`src/interval_timer_pkg.sv`:
```
// Constants shared by the 12-bit interval timer block and its helpers.
// Assumes a 32-bit APB register bus, one register per aligned word.
package interval_timer_pkg;

    ////////////////////////////////////////////////////////////////////////
    // Register byte offsets
    localparam logic [7:0] OFS_SUB_SUPPLY   = 8'h00; // supply control
    localparam logic [7:0] OFS_SUB_CLK_SEL  = 8'h04; // subsystem source
    localparam logic [7:0] OFS_PERIPH_EN2   = 8'h08; // peripheral enable
    localparam logic [7:0] OFS_IRQ_FLAG     = 8'h0C; // request flag
    localparam logic [7:0] OFS_IRQ_MASK     = 8'h10; // request mask
    localparam logic [7:0] OFS_TIMER_CTRL   = 8'h14; // run and compare
    localparam logic [7:0] OFS_EVT_STATUS   = 8'h18; // sticky events, RO
    localparam logic [7:0] OFS_EVT_CLEAR    = 8'h1C; // write one to clear
    localparam logic [7:0] OFS_EVT_ENABLE   = 8'h20; // event enables
    localparam logic [7:0] OFS_BLOCK_RESET  = 8'h24; // timer block reset
    localparam logic [7:0] OFS_TIMER_COUNT  = 8'h28; // live count, RO

    ////////////////////////////////////////////////////////////////////////
    // Field positions
    localparam int BIT_LOW_POWER_SUPPLY = 7;  // supply control
    localparam int BIT_COUNT_CLK_SELECT = 4;  // supply control
    localparam int BIT_SUB_SOURCE       = 0;  // subsystem clock select
    localparam int BIT_TIMER_CLK_GATE   = 7;  // peripheral enable
    localparam int BIT_TIMER_IRQ        = 2;  // flag and mask
    localparam int BIT_TIMER_RUN        = 15; // timer control
    localparam int CMP_MSB              = 11; // compare field top bit
    localparam int BIT_BLOCK_RESET      = 0;  // block reset register
    localparam int EVT_INTERVAL         = 0;  // status: interval hit
    localparam int EVT_CMP_ZERO         = 1;  // status: zero compare run
    localparam int EVT_WIDTH            = 2;

    ////////////////////////////////////////////////////////////////////////
    // Reset values
    localparam logic [7:0]  RST_SUB_SUPPLY  = 8'h00;
    localparam logic        RST_SUB_SOURCE  = 1'b0;
    localparam logic        RST_CLK_GATE    = 1'b0;
    localparam logic        RST_IRQ_FLAG    = 1'b0;
    localparam logic        RST_IRQ_MASK    = 1'b1; // masked from reset
    localparam logic [15:0] RST_TIMER_CTRL  = 16'h0000;
    localparam logic        RST_BLOCK_RESET = 1'b0;

    ////////////////////////////////////////////////////////////////////////
    // Synchronised pin inputs, index into the sync bank
    localparam int PIN_SUB_CLK    = 0;
    localparam int PIN_LOSC_CLK   = 1;
    localparam int PIN_DEEP_STOP  = 2;
    localparam int PIN_HALT       = 3;
    localparam int PIN_CPU_ON_SUB = 4;
    localparam int PIN_COUNT      = 5;

    // APB transfer phase of the slave
    typedef enum logic [1:0] {
        APB_IDLE   = 2'b00,
        APB_ACCESS = 2'b01
    } apb_phase_e;

endpackage

```
`src/pin_sync_edge.sv`:
```
// Two-flop synchroniser bank with rising-edge detect on the synced level.
// Assumes inputs are asynchronous pins; the first stage feeds only stage two.
`timescale 1ns/1ps
module pin_sync_edge #(
    parameter int WIDTH = 1
) (
    // Clock and reset
    input  wire logic             i_clk,
    input  wire logic             i_rst_n,
    // Raw pins
    input  wire logic [WIDTH-1:0] i_pin,
    // Synced level and rising-edge pulse
    output logic      [WIDTH-1:0] o_level,
    output logic      [WIDTH-1:0] o_rise
);

    logic [WIDTH-1:0] meta_q;  // First stage, read by stage two only
    logic [WIDTH-1:0] sync_q;  // Second stage, safe to use
    logic [WIDTH-1:0] prev_q;  // Delayed copy for edge detect

    // Synchroniser chain
    always_ff @(posedge i_clk or negedge i_rst_n) begin
        if (!i_rst_n) begin
            meta_q <= '0;
            sync_q <= '0;
            prev_q <= '0;
        end else begin
            meta_q <= i_pin;
            sync_q <= meta_q;
            prev_q <= sync_q;
        end
    end

    assign o_level = sync_q;
    // Rising edge seen in the same cycle the synced level rises
    assign o_rise  = sync_q & ~prev_q;

endmodule // pin_sync_edge

```
`src/interval_timer.sv`:
```
// 12-bit interval timer with count clock selection, clock gating and an
// interrupt request flag and mask, reached over APB.
// Assumes count clocks are slow pins well below half of i_clk (40 MHz).
//
// Overview of operation
// - Run bit 15 low: counter stopped, cleared
// - Interrupt every compare plus one counts
// - Enable bit 7 gates timer count clock
// - Flag bit 2 set on each request
// - Mask blocks servicing; flag still sets
// - Supply bit 4 picks subsystem or oscillator
// - Low-power bit cuts subsystem clock elsewhere
// - Select bit 0 picks sub clock source
// - Low-power bit 7, stop or halt-on-sub
//
// The implementer's own choices: the register offsets and the APB register port.
`timescale 1ns/1ps
module interval_timer (
    // Clock and reset
    input  wire logic        i_clk,
    input  wire logic        i_rst_n,
    // APB slave
    input  wire logic        i_psel,
    input  wire logic        i_penable,
    input  wire logic        i_pwrite,
    input  wire logic [7:0]  i_paddr,
    input  wire logic [31:0] i_pwdata,
    output logic      [31:0] o_prdata,
    output logic             o_pready,
    output logic             o_pslverr,
    // Clock pins and power state pins
    input  wire logic        i_sub_clk,
    input  wire logic        i_losc_clk,
    input  wire logic        i_deep_stop,
    input  wire logic        i_halt,
    input  wire logic        i_cpu_on_sub,
    // Interrupt outputs
    output logic             o_interval_interrupt,
    output logic             o_irq,
    // Subsystem clock supply to other peripherals
    output logic             o_periph_sub_enable
);

    ////////////////////////////////////////////////////////////////////////
    // Declarations

    logic [7:0]  sub_supply_q;        // Supply control register
    logic        sub_source_q;        // Subsystem source select
    logic        timer_clk_gate_q;    // Peripheral enable bit
    logic        timer_irq_flag_q;    // Request flag
    logic        timer_irq_mask_q;    // Request mask
    logic [15:0] timer_ctrl_q;        // Run bit and compare value
    logic        block_reset_q;       // Holds timer logic in reset
    logic [11:0] count_q;             // Running counter
    logic        match_q;             // One-cycle match pulse
    logic [interval_timer_pkg::EVT_WIDTH-1:0] evt_status_q; // Sticky
    logic [interval_timer_pkg::EVT_WIDTH-1:0] evt_enable_q; // Enables
    logic [interval_timer_pkg::EVT_WIDTH-1:0] evt_set;      // New events
    logic [interval_timer_pkg::EVT_WIDTH-1:0] evt_clr;      // Clears

    logic [interval_timer_pkg::PIN_COUNT-1:0] pin_raw;   // Raw pins
    logic [interval_timer_pkg::PIN_COUNT-1:0] pin_lvl;   // Synced levels
    logic [interval_timer_pkg::PIN_COUNT-1:0] pin_rise;  // Rising edges

    logic        subsystem_tick;      // Edge of selected subsystem clock
    logic        count_tick;          // Edge of timer count clock
    logic        timer_run;           // Counter allowed to advance
    logic        wr_en;               // Write takes effect this cycle
    logic        setup;               // APB setup cycle
    logic [31:0] rd_data;             // Read mux
    logic        addr_ok;             // Address is mapped
    logic [11:0] cmp_value;           // Compare field

    ////////////////////////////////////////////////////////////////////////
    // Helper functions

    // Address decode shared by write enable and error answer
    function automatic logic is_mapped(input logic [7:0] addr);
        is_mapped = (addr == interval_timer_pkg::OFS_SUB_SUPPLY)  ||
                    (addr == interval_timer_pkg::OFS_SUB_CLK_SEL) ||
                    (addr == interval_timer_pkg::OFS_PERIPH_EN2)  ||
                    (addr == interval_timer_pkg::OFS_IRQ_FLAG)    ||
                    (addr == interval_timer_pkg::OFS_IRQ_MASK)    ||
                    (addr == interval_timer_pkg::OFS_TIMER_CTRL)  ||
                    (addr == interval_timer_pkg::OFS_EVT_STATUS)  ||
                    (addr == interval_timer_pkg::OFS_EVT_CLEAR)   ||
                    (addr == interval_timer_pkg::OFS_EVT_ENABLE)  ||
                    (addr == interval_timer_pkg::OFS_BLOCK_RESET) ||
                    (addr == interval_timer_pkg::OFS_TIMER_COUNT);
    endfunction

    // Register write strobe for one offset
    function automatic logic wr_hit(input logic [7:0] ofs);
        wr_hit = wr_en && (i_paddr == ofs);
    endfunction

    ////////////////////////////////////////////////////////////////////////
    // Pin synchronisers

    assign pin_raw = {i_cpu_on_sub, i_halt, i_deep_stop,
                      i_losc_clk, i_sub_clk};

    // All pins pass two flops before any logic sees them
    pin_sync_edge #(
        .WIDTH (interval_timer_pkg::PIN_COUNT)
    ) u_pin_sync (
        .i_clk   (i_clk),
        .i_rst_n (i_rst_n),
        .i_pin   (pin_raw),
        .o_level (pin_lvl),
        .o_rise  (pin_rise)
    );

    ////////////////////////////////////////////////////////////////////////
    // Count clock selection

    assign subsystem_tick = sub_source_q
        ? pin_rise[interval_timer_pkg::PIN_LOSC_CLK]
        : pin_rise[interval_timer_pkg::PIN_SUB_CLK];

    // count clock select, clock gate applied
    assign count_tick = timer_clk_gate_q &&
        (sub_supply_q[interval_timer_pkg::BIT_COUNT_CLK_SELECT]
            ? pin_rise[interval_timer_pkg::PIN_LOSC_CLK]
            : subsystem_tick);

    assign cmp_value = timer_ctrl_q[interval_timer_pkg::CMP_MSB:0];

    assign timer_run = timer_ctrl_q[interval_timer_pkg::BIT_TIMER_RUN] &&
                       timer_clk_gate_q && !block_reset_q;

    ////////////////////////////////////////////////////////////////////////
    // APB handshake: setup latches the answer, access shows it

    assign setup = i_psel && !i_penable;
    // A write lands only in the access cycle that sees pready high
    assign wr_en = i_psel && i_penable && o_pready && i_pwrite &&
                   addr_ok;
    assign addr_ok = is_mapped(i_paddr);

    // Ready and error come from flops set in the setup cycle
    always_ff @(posedge i_clk or negedge i_rst_n) begin
        if (!i_rst_n) begin
            o_pready  <= 1'b0;
            o_pslverr <= 1'b0;
        end else begin
            o_pready  <= setup;
            // Unmapped address: answered with an error, nothing stored
            o_pslverr <= setup && !is_mapped(i_paddr);
        end
    end

    // Read mux; write-only and unmapped words read as zero
    always_comb begin
        rd_data = '0;
        unique case (i_paddr)
            interval_timer_pkg::OFS_SUB_SUPPLY:
                rd_data[7:0] = sub_supply_q;
            interval_timer_pkg::OFS_SUB_CLK_SEL:
                rd_data[interval_timer_pkg::BIT_SUB_SOURCE] = sub_source_q;
            interval_timer_pkg::OFS_PERIPH_EN2:
                rd_data[interval_timer_pkg::BIT_TIMER_CLK_GATE] =
                    timer_clk_gate_q;
            interval_timer_pkg::OFS_IRQ_FLAG:
                rd_data[interval_timer_pkg::BIT_TIMER_IRQ] =
                    timer_irq_flag_q;
            interval_timer_pkg::OFS_IRQ_MASK:
                rd_data[interval_timer_pkg::BIT_TIMER_IRQ] =
                    timer_irq_mask_q;
            interval_timer_pkg::OFS_TIMER_CTRL:
                rd_data[15:0] = timer_ctrl_q;
            interval_timer_pkg::OFS_EVT_STATUS:
                rd_data[interval_timer_pkg::EVT_WIDTH-1:0] = evt_status_q;
            interval_timer_pkg::OFS_EVT_ENABLE:
                rd_data[interval_timer_pkg::EVT_WIDTH-1:0] = evt_enable_q;
            interval_timer_pkg::OFS_BLOCK_RESET:
                rd_data[interval_timer_pkg::BIT_BLOCK_RESET] =
                    block_reset_q;
            interval_timer_pkg::OFS_TIMER_COUNT:
                rd_data[11:0] = count_q;
            default:
                rd_data = '0;
        endcase
    end

    // Read data captured in setup so it stands through access
    always_ff @(posedge i_clk or negedge i_rst_n) begin
        if (!i_rst_n) begin
            o_prdata <= '0;
        end else if (setup && !i_pwrite) begin
            o_prdata <= rd_data;
        end else begin
            // Stands for the access cycle only, zero after it
            o_prdata <= '0;
        end
    end

    ////////////////////////////////////////////////////////////////////////
    // Clock control registers

    // Supply control keeps only its two live bits
    always_ff @(posedge i_clk or negedge i_rst_n) begin
        if (!i_rst_n) begin
            sub_supply_q <= interval_timer_pkg::RST_SUB_SUPPLY;
        end else if (wr_hit(interval_timer_pkg::OFS_SUB_SUPPLY)) begin
            sub_supply_q <= '0;
            sub_supply_q[interval_timer_pkg::BIT_LOW_POWER_SUPPLY] <=
                i_pwdata[interval_timer_pkg::BIT_LOW_POWER_SUPPLY];
            sub_supply_q[interval_timer_pkg::BIT_COUNT_CLK_SELECT] <=
                i_pwdata[interval_timer_pkg::BIT_COUNT_CLK_SELECT];
        end
    end

    // Subsystem source; software must not pick the oscillator while the
    // sub clock oscillator runs, the glitch-free switch is its burden
    always_ff @(posedge i_clk or negedge i_rst_n) begin
        if (!i_rst_n) begin
            sub_source_q <= interval_timer_pkg::RST_SUB_SOURCE;
        end else if (wr_hit(interval_timer_pkg::OFS_SUB_CLK_SEL)) begin
            sub_source_q <= i_pwdata[interval_timer_pkg::BIT_SUB_SOURCE];
        end
    end

    // Timer clock gate in the peripheral enable register
    always_ff @(posedge i_clk or negedge i_rst_n) begin
        if (!i_rst_n) begin
            timer_clk_gate_q <= interval_timer_pkg::RST_CLK_GATE;
        end else if (wr_hit(interval_timer_pkg::OFS_PERIPH_EN2)) begin
            timer_clk_gate_q <=
                i_pwdata[interval_timer_pkg::BIT_TIMER_CLK_GATE];
        end
    end

    // supply cut only in deep stop or halt on subsystem clock
    always_ff @(posedge i_clk or negedge i_rst_n) begin
        if (!i_rst_n) begin
            o_periph_sub_enable <= 1'b1;
        end else begin
            o_periph_sub_enable <=
                !(sub_supply_q[interval_timer_pkg::BIT_LOW_POWER_SUPPLY] &&
                  (pin_lvl[interval_timer_pkg::PIN_DEEP_STOP] ||
                   (pin_lvl[interval_timer_pkg::PIN_HALT] &&
                    pin_lvl[interval_timer_pkg::PIN_CPU_ON_SUB])));
        end
    end

    ////////////////////////////////////////////////////////////////////////
    // Timer control and block reset

    // Block reset bit; software pulses it high then low
    always_ff @(posedge i_clk or negedge i_rst_n) begin
        if (!i_rst_n) begin
            block_reset_q <= interval_timer_pkg::RST_BLOCK_RESET;
        end else if (wr_hit(interval_timer_pkg::OFS_BLOCK_RESET)) begin
            block_reset_q <= i_pwdata[interval_timer_pkg::BIT_BLOCK_RESET];
        end
    end

    // Control register; block reset returns it to its reset value
    always_ff @(posedge i_clk or negedge i_rst_n) begin
        if (!i_rst_n) begin
            timer_ctrl_q <= interval_timer_pkg::RST_TIMER_CTRL;
        end else if (block_reset_q) begin
            timer_ctrl_q <= interval_timer_pkg::RST_TIMER_CTRL;
        end else if (wr_hit(interval_timer_pkg::OFS_TIMER_CTRL)) begin
            // Bits 14..12 are reserved and held at zero
            timer_ctrl_q <= {i_pwdata[interval_timer_pkg::BIT_TIMER_RUN],
                             3'h0,
                             i_pwdata[interval_timer_pkg::CMP_MSB:0]};
        end
    end

    ////////////////////////////////////////////////////////////////////////
    // Counter

    // stopped means cleared; wrap to zero after the match
    always_ff @(posedge i_clk or negedge i_rst_n) begin
        if (!i_rst_n) begin
            count_q <= 12'h000;
            match_q <= 1'b0;
        end else if (!timer_run) begin
            count_q <= 12'h000;
            match_q <= 1'b0;
        end else if (count_tick) begin
            // period is compare plus one count edges
            if (count_q == cmp_value) begin
                count_q <= 12'h000;
                match_q <= 1'b1;
            end else begin
                count_q <= count_q + 12'h001;
                match_q <= 1'b0;
            end
        end else begin
            match_q <= 1'b0;
        end
    end

    ////////////////////////////////////////////////////////////////////////
    // Interrupt request flag and mask

    // flag set on match; set beats a software clear
    always_ff @(posedge i_clk or negedge i_rst_n) begin
        if (!i_rst_n) begin
            timer_irq_flag_q <= interval_timer_pkg::RST_IRQ_FLAG;
        end else if (match_q) begin
            timer_irq_flag_q <= 1'b1;
        end else if (wr_hit(interval_timer_pkg::OFS_IRQ_FLAG)) begin
            timer_irq_flag_q <= i_pwdata[interval_timer_pkg::BIT_TIMER_IRQ];
        end
    end

    // Mask register bit
    always_ff @(posedge i_clk or negedge i_rst_n) begin
        if (!i_rst_n) begin
            timer_irq_mask_q <= interval_timer_pkg::RST_IRQ_MASK;
        end else if (wr_hit(interval_timer_pkg::OFS_IRQ_MASK)) begin
            timer_irq_mask_q <= i_pwdata[interval_timer_pkg::BIT_TIMER_IRQ];
        end
    end

    // mask blocks servicing only, never the flag
    always_ff @(posedge i_clk or negedge i_rst_n) begin
        if (!i_rst_n) begin
            o_interval_interrupt <= 1'b0;
        end else begin
            o_interval_interrupt <= timer_irq_flag_q && !timer_irq_mask_q;
        end
    end

    ////////////////////////////////////////////////////////////////////////
    // Event status, clear and enable

    // Zero compare is illegal; flag it on each count edge while the timer runs with it
    assign evt_set[interval_timer_pkg::EVT_INTERVAL] = match_q;
    assign evt_set[interval_timer_pkg::EVT_CMP_ZERO] =
        timer_run && (cmp_value == 12'h000) && count_tick;

    // Written out, not through wr_hit: a continuous assign would not wake
    // on the bus signals that the function reads inside
    assign evt_clr =
        (wr_en && (i_paddr == interval_timer_pkg::OFS_EVT_CLEAR))
        ? i_pwdata[interval_timer_pkg::EVT_WIDTH-1:0]
        : '0;

    // Sticky bits; a new event wins over its clear
    always_ff @(posedge i_clk or negedge i_rst_n) begin
        if (!i_rst_n) begin
            evt_status_q <= '0;
        end else begin
            evt_status_q <= (evt_status_q & ~evt_clr) | evt_set;
        end
    end

    // Enable register
    always_ff @(posedge i_clk or negedge i_rst_n) begin
        if (!i_rst_n) begin
            evt_enable_q <= '0;
        end else if (wr_hit(interval_timer_pkg::OFS_EVT_ENABLE)) begin
            evt_enable_q <= i_pwdata[interval_timer_pkg::EVT_WIDTH-1:0];
        end
    end

    // Level interrupt, one cycle behind the status bits
    always_ff @(posedge i_clk or negedge i_rst_n) begin
        if (!i_rst_n) begin
            o_irq <= 1'b0;
        end else begin
            o_irq <= |(evt_status_q & evt_enable_q);
        end
    end

endmodule // interval_timer

```
`config.mk`:
```
export PLATFORM = sky130hd
export DESIGN_NAME = interval_timer
export DESIGN_NICKNAME = d
export VERILOG_FILES = /design/src/interval_timer_pkg.sv /design/src/pin_sync_edge.sv /design/src/interval_timer.sv
export SDC_FILE = /design/constraint.sdc
export NUM_CORES = 1
export LEC_CHECK = 0
export ABC_AREA = 1
export BUFFER_PORTS_ARGS = -buffer_cell sky130_fd_sc_hd__buf_2
export CAP_MARGIN = 10
export CELL_PAD_IN_SITES_DETAIL_PLACEMENT = 0
export CELL_PAD_IN_SITES_GLOBAL_PLACEMENT = 1
export CORE_UTILIZATION = 42
export CTS_CLUSTER_DIAMETER = 200
export DETAILED_ROUTE_END_ITERATION = 12
export PLACE_DENSITY = 0.92
export RECOVER_POWER = 25
export SLEW_MARGIN = 20
export SYNTH_ARGS = -nofsm -noshare
export SYNTH_HDL_FRONTEND = slang
export SYNTH_SLANG_ARGS = --single-unit
```
`constraint.sdc`:
```
create_clock -name i_clk -period 2.55 [get_ports i_clk]
set_clock_uncertainty 0.2 [all_clocks]
set_input_delay 0.51 -clock i_clk [delete_from_list [all_inputs] [get_ports i_clk]]
set_output_delay 0.51 -clock i_clk [all_outputs]
set_load 0.005 [all_outputs]
```
=== Yosys cells after proc, flatten, opt, wreduce, memory -nomap -nowiden ===
Cells that the tools add are included.

* Register bits: 89
* Bits of input ports: 50
* Logic and storage cells: 106

* Add/sub/neg operators: 1
* Equality and inequality tests: 12
* Multiplexer cells: 21
* Bitwise gates (word level): 6
* Reductions and logical operators: 46

{| class="wikitable"
|+ Operator list
! operator !! number
|-
| $mux 16 || 3
|-
| $mux 12 || 3
|-
| $eq 8x5->1 const B || 4
|-
| $eq 8x6->1 const B || 3
|-
| $logic_and 1x1->1 || 24
|-
| $eq 8x4->1 const B || 2
|-
| $add 12x1->12 const B || 1
|-
| $eq 12x12->1 || 1
|-
| $logic_not 12->1 || 1
|-
| $pmux 1 s4 || 3
|-
| $pmux 4 s3 || 1
|-
| $logic_or 1x1->1 || 11
|-
| $eq 8x3->1 const B || 1
|-
| $logic_not 8->1 || 1
|-
| $pmux 4 s2 || 1
|-
| $mux 1 || 7
|-
| $and 2x2->2 || 3
|-
| $logic_not 1->1 || 6
|-
| $pmux 1 s6 || 1
|-
| $mux 4 || 1
|-
| $not 2->2 || 2
|-
| $reduce_bool 2->1 || 2
|-
| $mux 2 || 1
|-
| $ne 2x2->1 const B || 1
|-
| 2 further kinds || 2
|}

=== Longest topological paths before layout ===
Gate-level depths: netlist of run 1.

* Depth after elaboration: 17
* Depth in mapped cells: 13
* Gate-level depth less buffers: 11

=== By module ===
A second synthesis of run 1 with hierarchy kept.

* Cell total of the unflattened synthesis: 428
* Area, all modules: 3528.4 sq um

{| class="wikitable"
|+ Modules (own cells, without submodules)
! module !! times used !! cells an instance !! area each (sq um) !! seq. area each (sq um)
|-
| interval_timer || 1 || 403 || 3103.0 || 1378.8
|-
| pin_sync_edge || 1 || 25 || 425.4 || 375.4
|}

=== Least setup slack after synthesis of run 1 ===
No wires, ideal clock.

* Path kind: input -> register
* From: in i_paddr[6]
* To: reg timer_ctrl_q[10]
* Arrival time: 1471 ps
* Required time: 2233 ps
* Slack: 762 ps
* Stages: 12
* Buffers on the path: 2
* Cell sequence: inv_2 -> nand2_2 -> nor2_2 -> buf_6 -> nand2_4 -> nand2_4 -> nor2_4 -> nand2_4 -> nand3_4 -> buf_4 -> nand3_1 -> nand2_1

* Word-level cells in the longest chain between the ends: 14

{| class="wikitable"
|+ Ends and longest elaborated chain
! what !! line !! text
|-
| start, declared || interval_timer.sv:26 || <nowiki>input wire logic [7:0] i_paddr,</nowiki>
|-
| $eq 8x3->1 / $logic_not 8->1 (equally long branches) || n/a ||
|-
| $logic_or 1x1->1 || interval_timer.sv:79 || <nowiki>is_mapped = (addr == interval_timer_pkg::OFS_SUB_SUPPLY) ||</nowiki>
|-
| $logic_or 1x1->1 || interval_timer.sv:80 || <nowiki>(addr == interval_timer_pkg::OFS_SUB_CLK_SEL) ||</nowiki>
|-
| $logic_or 1x1->1 || interval_timer.sv:81 || <nowiki>(addr == interval_timer_pkg::OFS_PERIPH_EN2) ||</nowiki>
|-
| $logic_or 1x1->1 || interval_timer.sv:82 || <nowiki>(addr == interval_timer_pkg::OFS_IRQ_FLAG) ||</nowiki>
|-
| $logic_or 1x1->1 || interval_timer.sv:83 || <nowiki>(addr == interval_timer_pkg::OFS_IRQ_MASK) ||</nowiki>
|-
| $logic_or 1x1->1 || interval_timer.sv:84 || <nowiki>(addr == interval_timer_pkg::OFS_TIMER_CTRL) ||</nowiki>
|-
| $logic_or 1x1->1 || interval_timer.sv:85 || <nowiki>(addr == interval_timer_pkg::OFS_EVT_STATUS) ||</nowiki>
|-
| $logic_or 1x1->1 || interval_timer.sv:86 || <nowiki>(addr == interval_timer_pkg::OFS_EVT_CLEAR) ||</nowiki>
|-
| $logic_or 1x1->1 || interval_timer.sv:87 || <nowiki>(addr == interval_timer_pkg::OFS_EVT_ENABLE) ||</nowiki>
|-
| $logic_or 1x1->1 || interval_timer.sv:88 || <nowiki>(addr == interval_timer_pkg::OFS_BLOCK_RESET) ||</nowiki>
|-
| $logic_and 1x1->1 || interval_timer.sv:137 || <nowiki>assign wr_en = i_psel && i_penable && o_pready && i_pwrite &&</nowiki>
|-
| $logic_and 1x1->1 (*) || interval_timer.sv:94 || <nowiki>wr_hit = wr_en && (i_paddr == ofs);</nowiki>
|-
| $reduce_bool 2->1 (no source line) (*) || n/a ||
|-
| end signal, assigned || interval_timer.sv:262 || <nowiki>timer_ctrl_q <= interval_timer_pkg::RST_TIMER_CTRL;</nowiki>
|-
| end signal, assigned || interval_timer.sv:264 || <nowiki>timer_ctrl_q <= interval_timer_pkg::RST_TIMER_CTRL;</nowiki>
|-
| end signal, assigned || interval_timer.sv:267 || <nowiki>timer_ctrl_q <= {i_pwdata[interval_timer_pkg::BIT_TIMER_RUN],</nowiki>
|-
| end, declared || interval_timer.sv:52 || <nowiki>logic [15:0] timer_ctrl_q;</nowiki>
|}

Every way passes the cells marked *; elsewhere a longest branch is shown, timed or not.
A chain may end at the register's enable or synchronous reset.

=== Worst setup path in the final report of run 1 ===
* From: in i_paddr[2]
* To: reg timer_ctrl_q[1]

Same word-level chain as after synthesis.

==> results of run 1 <==
-- kinds of logic after synthesis --
kind of cell,after synthesis
and+or+nand+nor,214
buffers and inverters,82
DFF,67
AOI/OAI and AO/OA,39
xor gates and xnor gates,17
adders and majority gates,1
other,1
-- state kept, by name, indices dropped and copies added, names as in the netlist, 2 cells and up --
signal / count
u_pin_sync.prev_q: 2
sub_supply_q: 2
u_pin_sync.o_level: 5
count_q: 12
o_prdata: 13
timer_ctrl_q: 13
evt_enable_q: 2
evt_status_q: 2
u_pin_sync.meta_q: 5
-- cell type report --
cell class | count | share of cell area [%]
Inverter | 53 | 4.95
Clock buffer | 11 | 3.77
Multi-Input combinational cell | 290 | 37.4
Sequential cell | 67 | 41.8
Clock inverter | 5 | 0.904
Tap cell | 105 | 3.27
Timing Repair Buffer | 56 | 7.85
-- layer usage --
metal	global-route usage, %	up-vias	wire length [um]
li1	-	1401	-
met1	25.3	1309	3410
met4	9.62	0	204
met3	3.40	21	430
met2	27.9	98	3240
met5	0	-	0
-- worst register-to-register path, cell delays in order (launching register included) --
cell     delay (ps)
dfrtp_1         420
nor2_1          120
nand2_1          50
nor2_1          190
nor2_2          100
nor2_1          280
nand2_1         200
o21ai_1         170
-- timing repair --
item	CTS	global route
hold endpoints to repair	24	0
hold buffers	1	0
gates resized for setup	0	0
endpoints found under the setup margin	0	0
-- power by group through the flow --
| stage | Clock, mW | Sequential, mW | Combinational (mW) |
|---|---|---|---|
| finish | 0.812 | 1.10 | 0.133 |
| global route | 0.889 | 1.11 | 0.155 |
| CTS | 0.835 | 1.10 | 0.135 |
| detailed placement | 0 | 1.12 | 0.134 |
| global placement | 0 | 1.12 | 0.131 |
| floorplan | 0 | 1.12 | 0.0930 |
-- worst max path at each step --
stage | end | slack (ps) | depth (start not counted) | start
2_1_floorplan | timer_ctrl_q[10] | 760 | 12 | i_paddr[6]
3_3_place_gp | timer_ctrl_q[1] | 290 | 12 | i_paddr[6]
3_5_place_dp | timer_ctrl_q[1] | 260 | 12 | i_paddr[2]
4_1_cts | timer_ctrl_q[1] | 610 | 12 | i_paddr[2]
5_1_grt | timer_ctrl_q[1] | 410 | 12 | i_paddr[2]
6_report | timer_ctrl_q[1] | 590 | 12 | i_paddr[2]
-- cells in the final DEF, fill, tap and decap left out, types with 2 or more instances in the layout --
cell / Yosys / final
buf_4: 20 / 6
nand3_1: 39 / 39
clkbuf_8: 0 / 11
dfrtp_1: 65 / 65
inv_2: 6 / 6
nand3b_1: 2 / 2
o21bai_1: 2 / 2
o22ai_1: 6 / 6
nor4_1: 3 / 3
nand4_1: 4 / 4
xnor2_1: 8 / 8
a21oi_1: 10 / 10
o21ai_0: 9 / 9
conb_1: 1 / 19
nor2_2: 4 / 4
inv_1: 47 / 47
o21ai_1: 8 / 8
nor2_1: 41 / 41
nor2_4: 4 / 4
nand2_4: 7 / 7
nand2_2: 17 / 17
xor2_1: 9 / 9
clkinvlp_4: 0 / 3
nor3_1: 7 / 7
nand2_1: 83 / 83
buf_2: 2 / 48
==> flow_summary.json, run 1 <==
{
  "outcome": "finished clean",
  "io_buffers": 48,
  "syn_avg_cell_area_um2": 8.40,
  "synth_top_family_by_area": "simple AND/OR/NAND/NOR gates",
  "path_buf_inv": 2,
  "vias_per_cell": 4.82,
  "h-tree-depth": 3,
  "multi_input_area_um2": 1500,
  "ys.flop_type": "dfrtp_1",
  "first_pass_iters": 5,
  "drt_iter0_drc": 227,
  "layout.cells.non_filler": 587,
  "min_path_type": "input pin to flop",
  "dpl_cell_area_um2": 3820,
  "final_cell_area_um2": 4020,
  "ff2ff_path_depth": 7,
  "synth.distinct_cells": 36,
  "p_clk_share_pct": 39.6,
  "start_util_pct": 43.3,
  "netlist_instances": 421,
  "synth-xor-area-share_pct": 4.21,
  "synth_simple_gate_area_share_pct": 29.6,
  "hold-path-cell-count": 1,
  "synth_most_common_cell": "nand2_1",
  "power_mw": 2.05,
  "path_max_fanout": 14,
  "synthMuxAreaShare_pct": 0,
  "slew_headroom_pct": 59.3,
  "path_class": "input pin to flop",
  "regToRegStartpoint": "sub_supply_q[4]",
  "dieArea_um2": 8800,
  "row_count": 33,
  "p_int_mw": 1.54,
  "clkLatencyLatePin_ps": 340,
  "pin_count": 87,
  "grt_use_total_pct": 18.5,
  "syn2layout_area_growth_pct": 13.5,
  "tightest_slew_ps": 611,
  "max_freq_mhz": 511,
  "antenna_cells": 0,
  "finalSetupTns_ps": 0,
  "die_x_um": 93.8,
  "drive_above_1_share_pct": 23.7,
  "cts_tree": "built",
  "placedCellCount": 570,
  "hold-path-endpoint": "u_pin_sync.meta_q[0]",
  "fin_nets": 528,
  "switchingPower_mw": 0.509,
  "cp-end-kind": "flop",
  "setup_ws_ps": 593,
  "fin_crit_ps": 1960,
  "cts.sinks": 67,
  "crit_required_ps": 2640,
  "worst_hold_slack_ps": 68.0,
  "grt_first_pass_wirelength_mm": 12.5,
  "grt_max_degree": 44,
  "vias": 2829,
  "crit_chain": "buf_2 > inv_2 > nand2_2 > nor2_4 > nand2_1 > nand2_2 > nor2_4 > nand2_4 > nand3_4 > nand2_4 > nand2_1 > nand2_1",
  "cpPeakStageDelay_ps": 270,
  "post_drt_wl_per_cell_um": 12.4,
  "pwr_density_cell_nw_per_um2": 510,
  "synth.yosys.warnings": 0,
  "p_sw_share_pct": 24.9,
  "r2r_setup_slack_ps": 750,
  "yosys-top-cells-area": "dfrtp_1 (46%), nand2_1 (8.8%), nand3_1 (5.5%), inv_1 (5.0%), nor2_1 (4.3%)",
  "synth_area_um2": 3540,
  "drcViolationCount": 0,
  "synth_edf_count": 0,
  "grt-ovfl-total": 0,
  "vdd_ir_drop_max_mv": 0.281,
  "timing.rr.end": "count_q[11]",
  "globalplace.congestion": 0.888,
  "combPwrFrac_pct": 6.5,
  "synthTopCellsByCount": "nand2_1 (83), dfrtp_1 (65), inv_1 (47)",
  "timing.critical_path.arrival_ps": 2040,
  "seqPwrFrac_pct": 53.9,
  "seqCellArea_um2": 1680,
  "cp_top_family": "simple AND/OR/NAND/NOR gates",
  "synth.top_cell.area_share_pct": 46.0,
  "clock-root-buffer": "clkbuf_8",
  "rsz0062_at_grt": "no",
  "cts_made_buffers": 9,
  "post_cts_buffers": 0,
  "fin_util_pct": 49.1,
  "grt_pass1_vias": 2705,
  "synth_top_area_cell": "dfrtp_1",
  "start_kind": "input pin",
  "drv_slew": 0,
  "chipHeight_um": 93.8,
  "postRouteAntennaNets": 0,
  "finalCritPeriodShare_pct": 76.7,
  "dp_hpwl_mm": 5.63,
  "cp_common_cell": "nand2_1",
  "final-hold-violation-count": 0,
  "core-area_um2": 8180,
  "max_cap_viol_count": 0,
  "cts.clk_slew.worst_paths_ps": 70,
  "seq_area_frac_synth_pct": 47.5,
  "leakagePower_nw": 2.05,
  "synth_compound_gate_area_share_pct": 6.29,
  "max-clock-path-buffers": 2,
  "min-delay-start": "i_sub_clk",
  "antenna_found_initial": 0,
  "synth-seq-cells": 67,
  "async_reset_ff_share_pct": 100,
  "synthAdderAreaFrac_pct": 0.354,
  "fill_cells": 828,
  "routed_wl_mm": 7.28,
  "slowest_stage": "nor2_4",
  "setup_violations": 0,
  "preCtsSetupSlack_ps": 258
}
No activity file was read; power rests on OpenSTA's default activity.
==> run 2, diff against run 1 <==
--- a/config.mk
+++ b/config.mk
@@ -10,10 +10,10 @@
 export CAP_MARGIN = 10
 export CELL_PAD_IN_SITES_DETAIL_PLACEMENT = 0
 export CELL_PAD_IN_SITES_GLOBAL_PLACEMENT = 1
-export CORE_UTILIZATION = 42
+export CORE_UTILIZATION = 39
 export CTS_CLUSTER_DIAMETER = 200
 export DETAILED_ROUTE_END_ITERATION = 12
-export PLACE_DENSITY = 0.92
+export PLACE_DENSITY = 0.86
 export RECOVER_POWER = 25
 export SLEW_MARGIN = 20
 export SYNTH_ARGS = -nofsm -noshare
==> constraint.sdc (replaced) <==
create_clock -name i_clk -period 1.9 [get_ports i_clk]
set_clock_uncertainty 0.2 [all_clocks]
set_input_delay 0.38 -clock i_clk [delete_from_list [all_inputs] [get_ports i_clk]]
set_output_delay 0.38 -clock i_clk [all_outputs]
set_load 0.005 [all_outputs]
==> flow_summary.json, run 2 (synthesis gave the netlist of run 1 again) <==
{
  "outcome": "finished clean",
  "start_kind": "flop",
  "antenna_cells": 0,
  "pin_count": 87,
  "row_count": 34,
  "min-delay-start": "i_penable",
  "first_pass_iters": 4,
  "h-tree-depth": 3,
  "final-hold-violation-count": 0,
  "grt_use_total_pct": 17.9,
  "preCtsSetupSlack_ps": -64.6,
  "dp_hpwl_mm": 6.24,
  "die_x_um": 97.3,
  "core-area_um2": 8760,
  "cp-end-kind": "flop",
  "drive_above_1_share_pct": 27.5,
  "switchingPower_mw": 0.701,
  "grt_max_degree": 27,
  "drt_iter0_drc": 164,
  "grt_first_pass_wirelength_mm": 13.4,
  "p_sw_share_pct": 24.6,
  "finalSetupTns_ps": 0,
  "regToRegStartpoint": "count_q[0]",
  "grt_pass1_vias": 2852,
  "chipHeight_um": 97.3,
  "fin_nets": 555,
  "postRouteAntennaNets": 0,
  "crit_start": "count_q[0]",
  "globalplace.congestion": 0.831,
  "clkLatencyLatePin_ps": 340,
  "reg_top3": "o_prdata x13, timer_ctrl_q x13, count_q x12",
  "leakagePower_nw": 2.19,
  "path_class": "flop to flop",
  "cts.clk_slew.worst_paths_ps": 80,
  "vias_per_cell": 4.70,
  "clock-root-buffer": "clkbuf_8",
  "fin_util_pct": 48.7,
  "post_drt_wl_per_cell_um": 12.8,
  "dieArea_um2": 9460,
  "combPwrFrac_pct": 7.7,
  "setup_violations": 0,
  "max-clock-path-buffers": 2,
  "path_max_fanout": 4,
  "final_cell_mix": "nand2_1 (83), dfrtp_1 (65), inv_1 (47), buf_2 (47), nor2_1 (40)",
  "p_int_mw": 2.14,
  "start_util_pct": 40.4,
  "max_cap_viol_count": 0,
  "cts_made_buffers": 9,
  "routed_wl_mm": 7.89,
  "placedCellCount": 595,
  "grt-ovfl-total": 0,
  "max_freq_mhz": 567,
  "layout.cells.non_filler": 617,
  "timing.critical_path.arrival_ps": 1790,
  "syn2layout_area_growth_pct": 20.6,
  "finalCritPeriodShare_pct": 92.9,
  "min_path_type": "input pin to flop",
  "drcViolationCount": 0,
  "rsz0062_at_grt": "no",
  "cts_tree": "built",
  "vias": 2899,
  "antenna_found_initial": 0,
  "fin_crit_ps": 1760,
  "slew_headroom_pct": 64.4,
  "drv_slew": 0,
  "seqPwrFrac_pct": 51.8,
  "cts.sinks": 67,
  "vdd_ir_drop_max_mv": 0.319,
  "setup_ws_ps": 136,
  "pwr_density_cell_nw_per_um2": 667,
  "crit_required_ps": 1930,
  "tightest_slew_ps": 534,
  "layout_commonest_cell": "nand2_1",
  "p_clk_share_pct": 40.5,
  "io_buffers": 48
}
-- run 2: changes by cell type in the layout (fill, tap and decap cells not counted), moves of 2 or more --
cell,before,now
nor3_1,7,5
nor3_2,1,3
clkbuf_2,0,2
clkinv_2,1,3
dlygate4sd3_1,1,6
clkbuf_8,11,9
buf_4,6,27
-- run 2: routing by layer --
layer	up-vias	wire length, um	GRT usage, %
li1	1450	-	-
met1	1346	3700	24.3
met2	93	3560	28.4
met3	10	503	3.88
met4	0	129	6.33
met5	-	0	0
-- run 2: final timing paths --
kind                                          to  cells past startpoint  slack, ps
min in group asynchronous            o_prdata[2]                      2        340
max in group asynchronous    o_periph_sub_enable                      3        230
hold / removal                         o_pslverr                      2         30
setup / recovery                         match_q                      6        140
setup reg to reg                         match_q                      6        140
hold reg to reg            u_pin_sync.o_level[1]                      0        150
-- run 2: critical path, cell delays in order (launching register included) --
cell     delay, ps
dfrtp_1        430
xnor2_1        200
nand2_1         80
nor3_2         180
nand3_2        180
buf_4          180
nor3_1         200
-- run 2: power by group through the flow --
stage                     registers [mW]  clock network (mW)  logic, mW
after floorplan                     1.50                   0      0.125
after global placement              1.50                   0      0.210
after detailed placement            1.50                   0      0.213
after CTS                           1.47                1.18      0.223
after global routing                1.47                1.25      0.249
final                               1.47                1.15      0.220
-- run 2: cell type report --
class                           instances  area, um2
Timing Repair Buffer                   83        528
Fill cell                             855       4500
Sequential cell                        67       1680
Clock buffer                            9        124
Multi-Input combinational cell        290       1530
Tap cell                              108        135
Clock inverter                          7       68.8
Inverter                               53        199
-- run 2: per-stage QoR --
step	power [mW]	cell area, um2	hold WS [ps]
floorplan	1.62	3610	-116
finish	2.84	4270	30.1
CTS	2.87	4250	19.1
detailed placement	1.71	4000	136
global route	2.98	4270	22.2
global placement	1.71	4000	132
-- run 2: timing repair --
item	CTS	global route
endpoints found under the setup margin	0	11
resized for setup	0	6
hold buffers	6	0
endpoints found under the hold margin	23	0
setup buffers	0	0
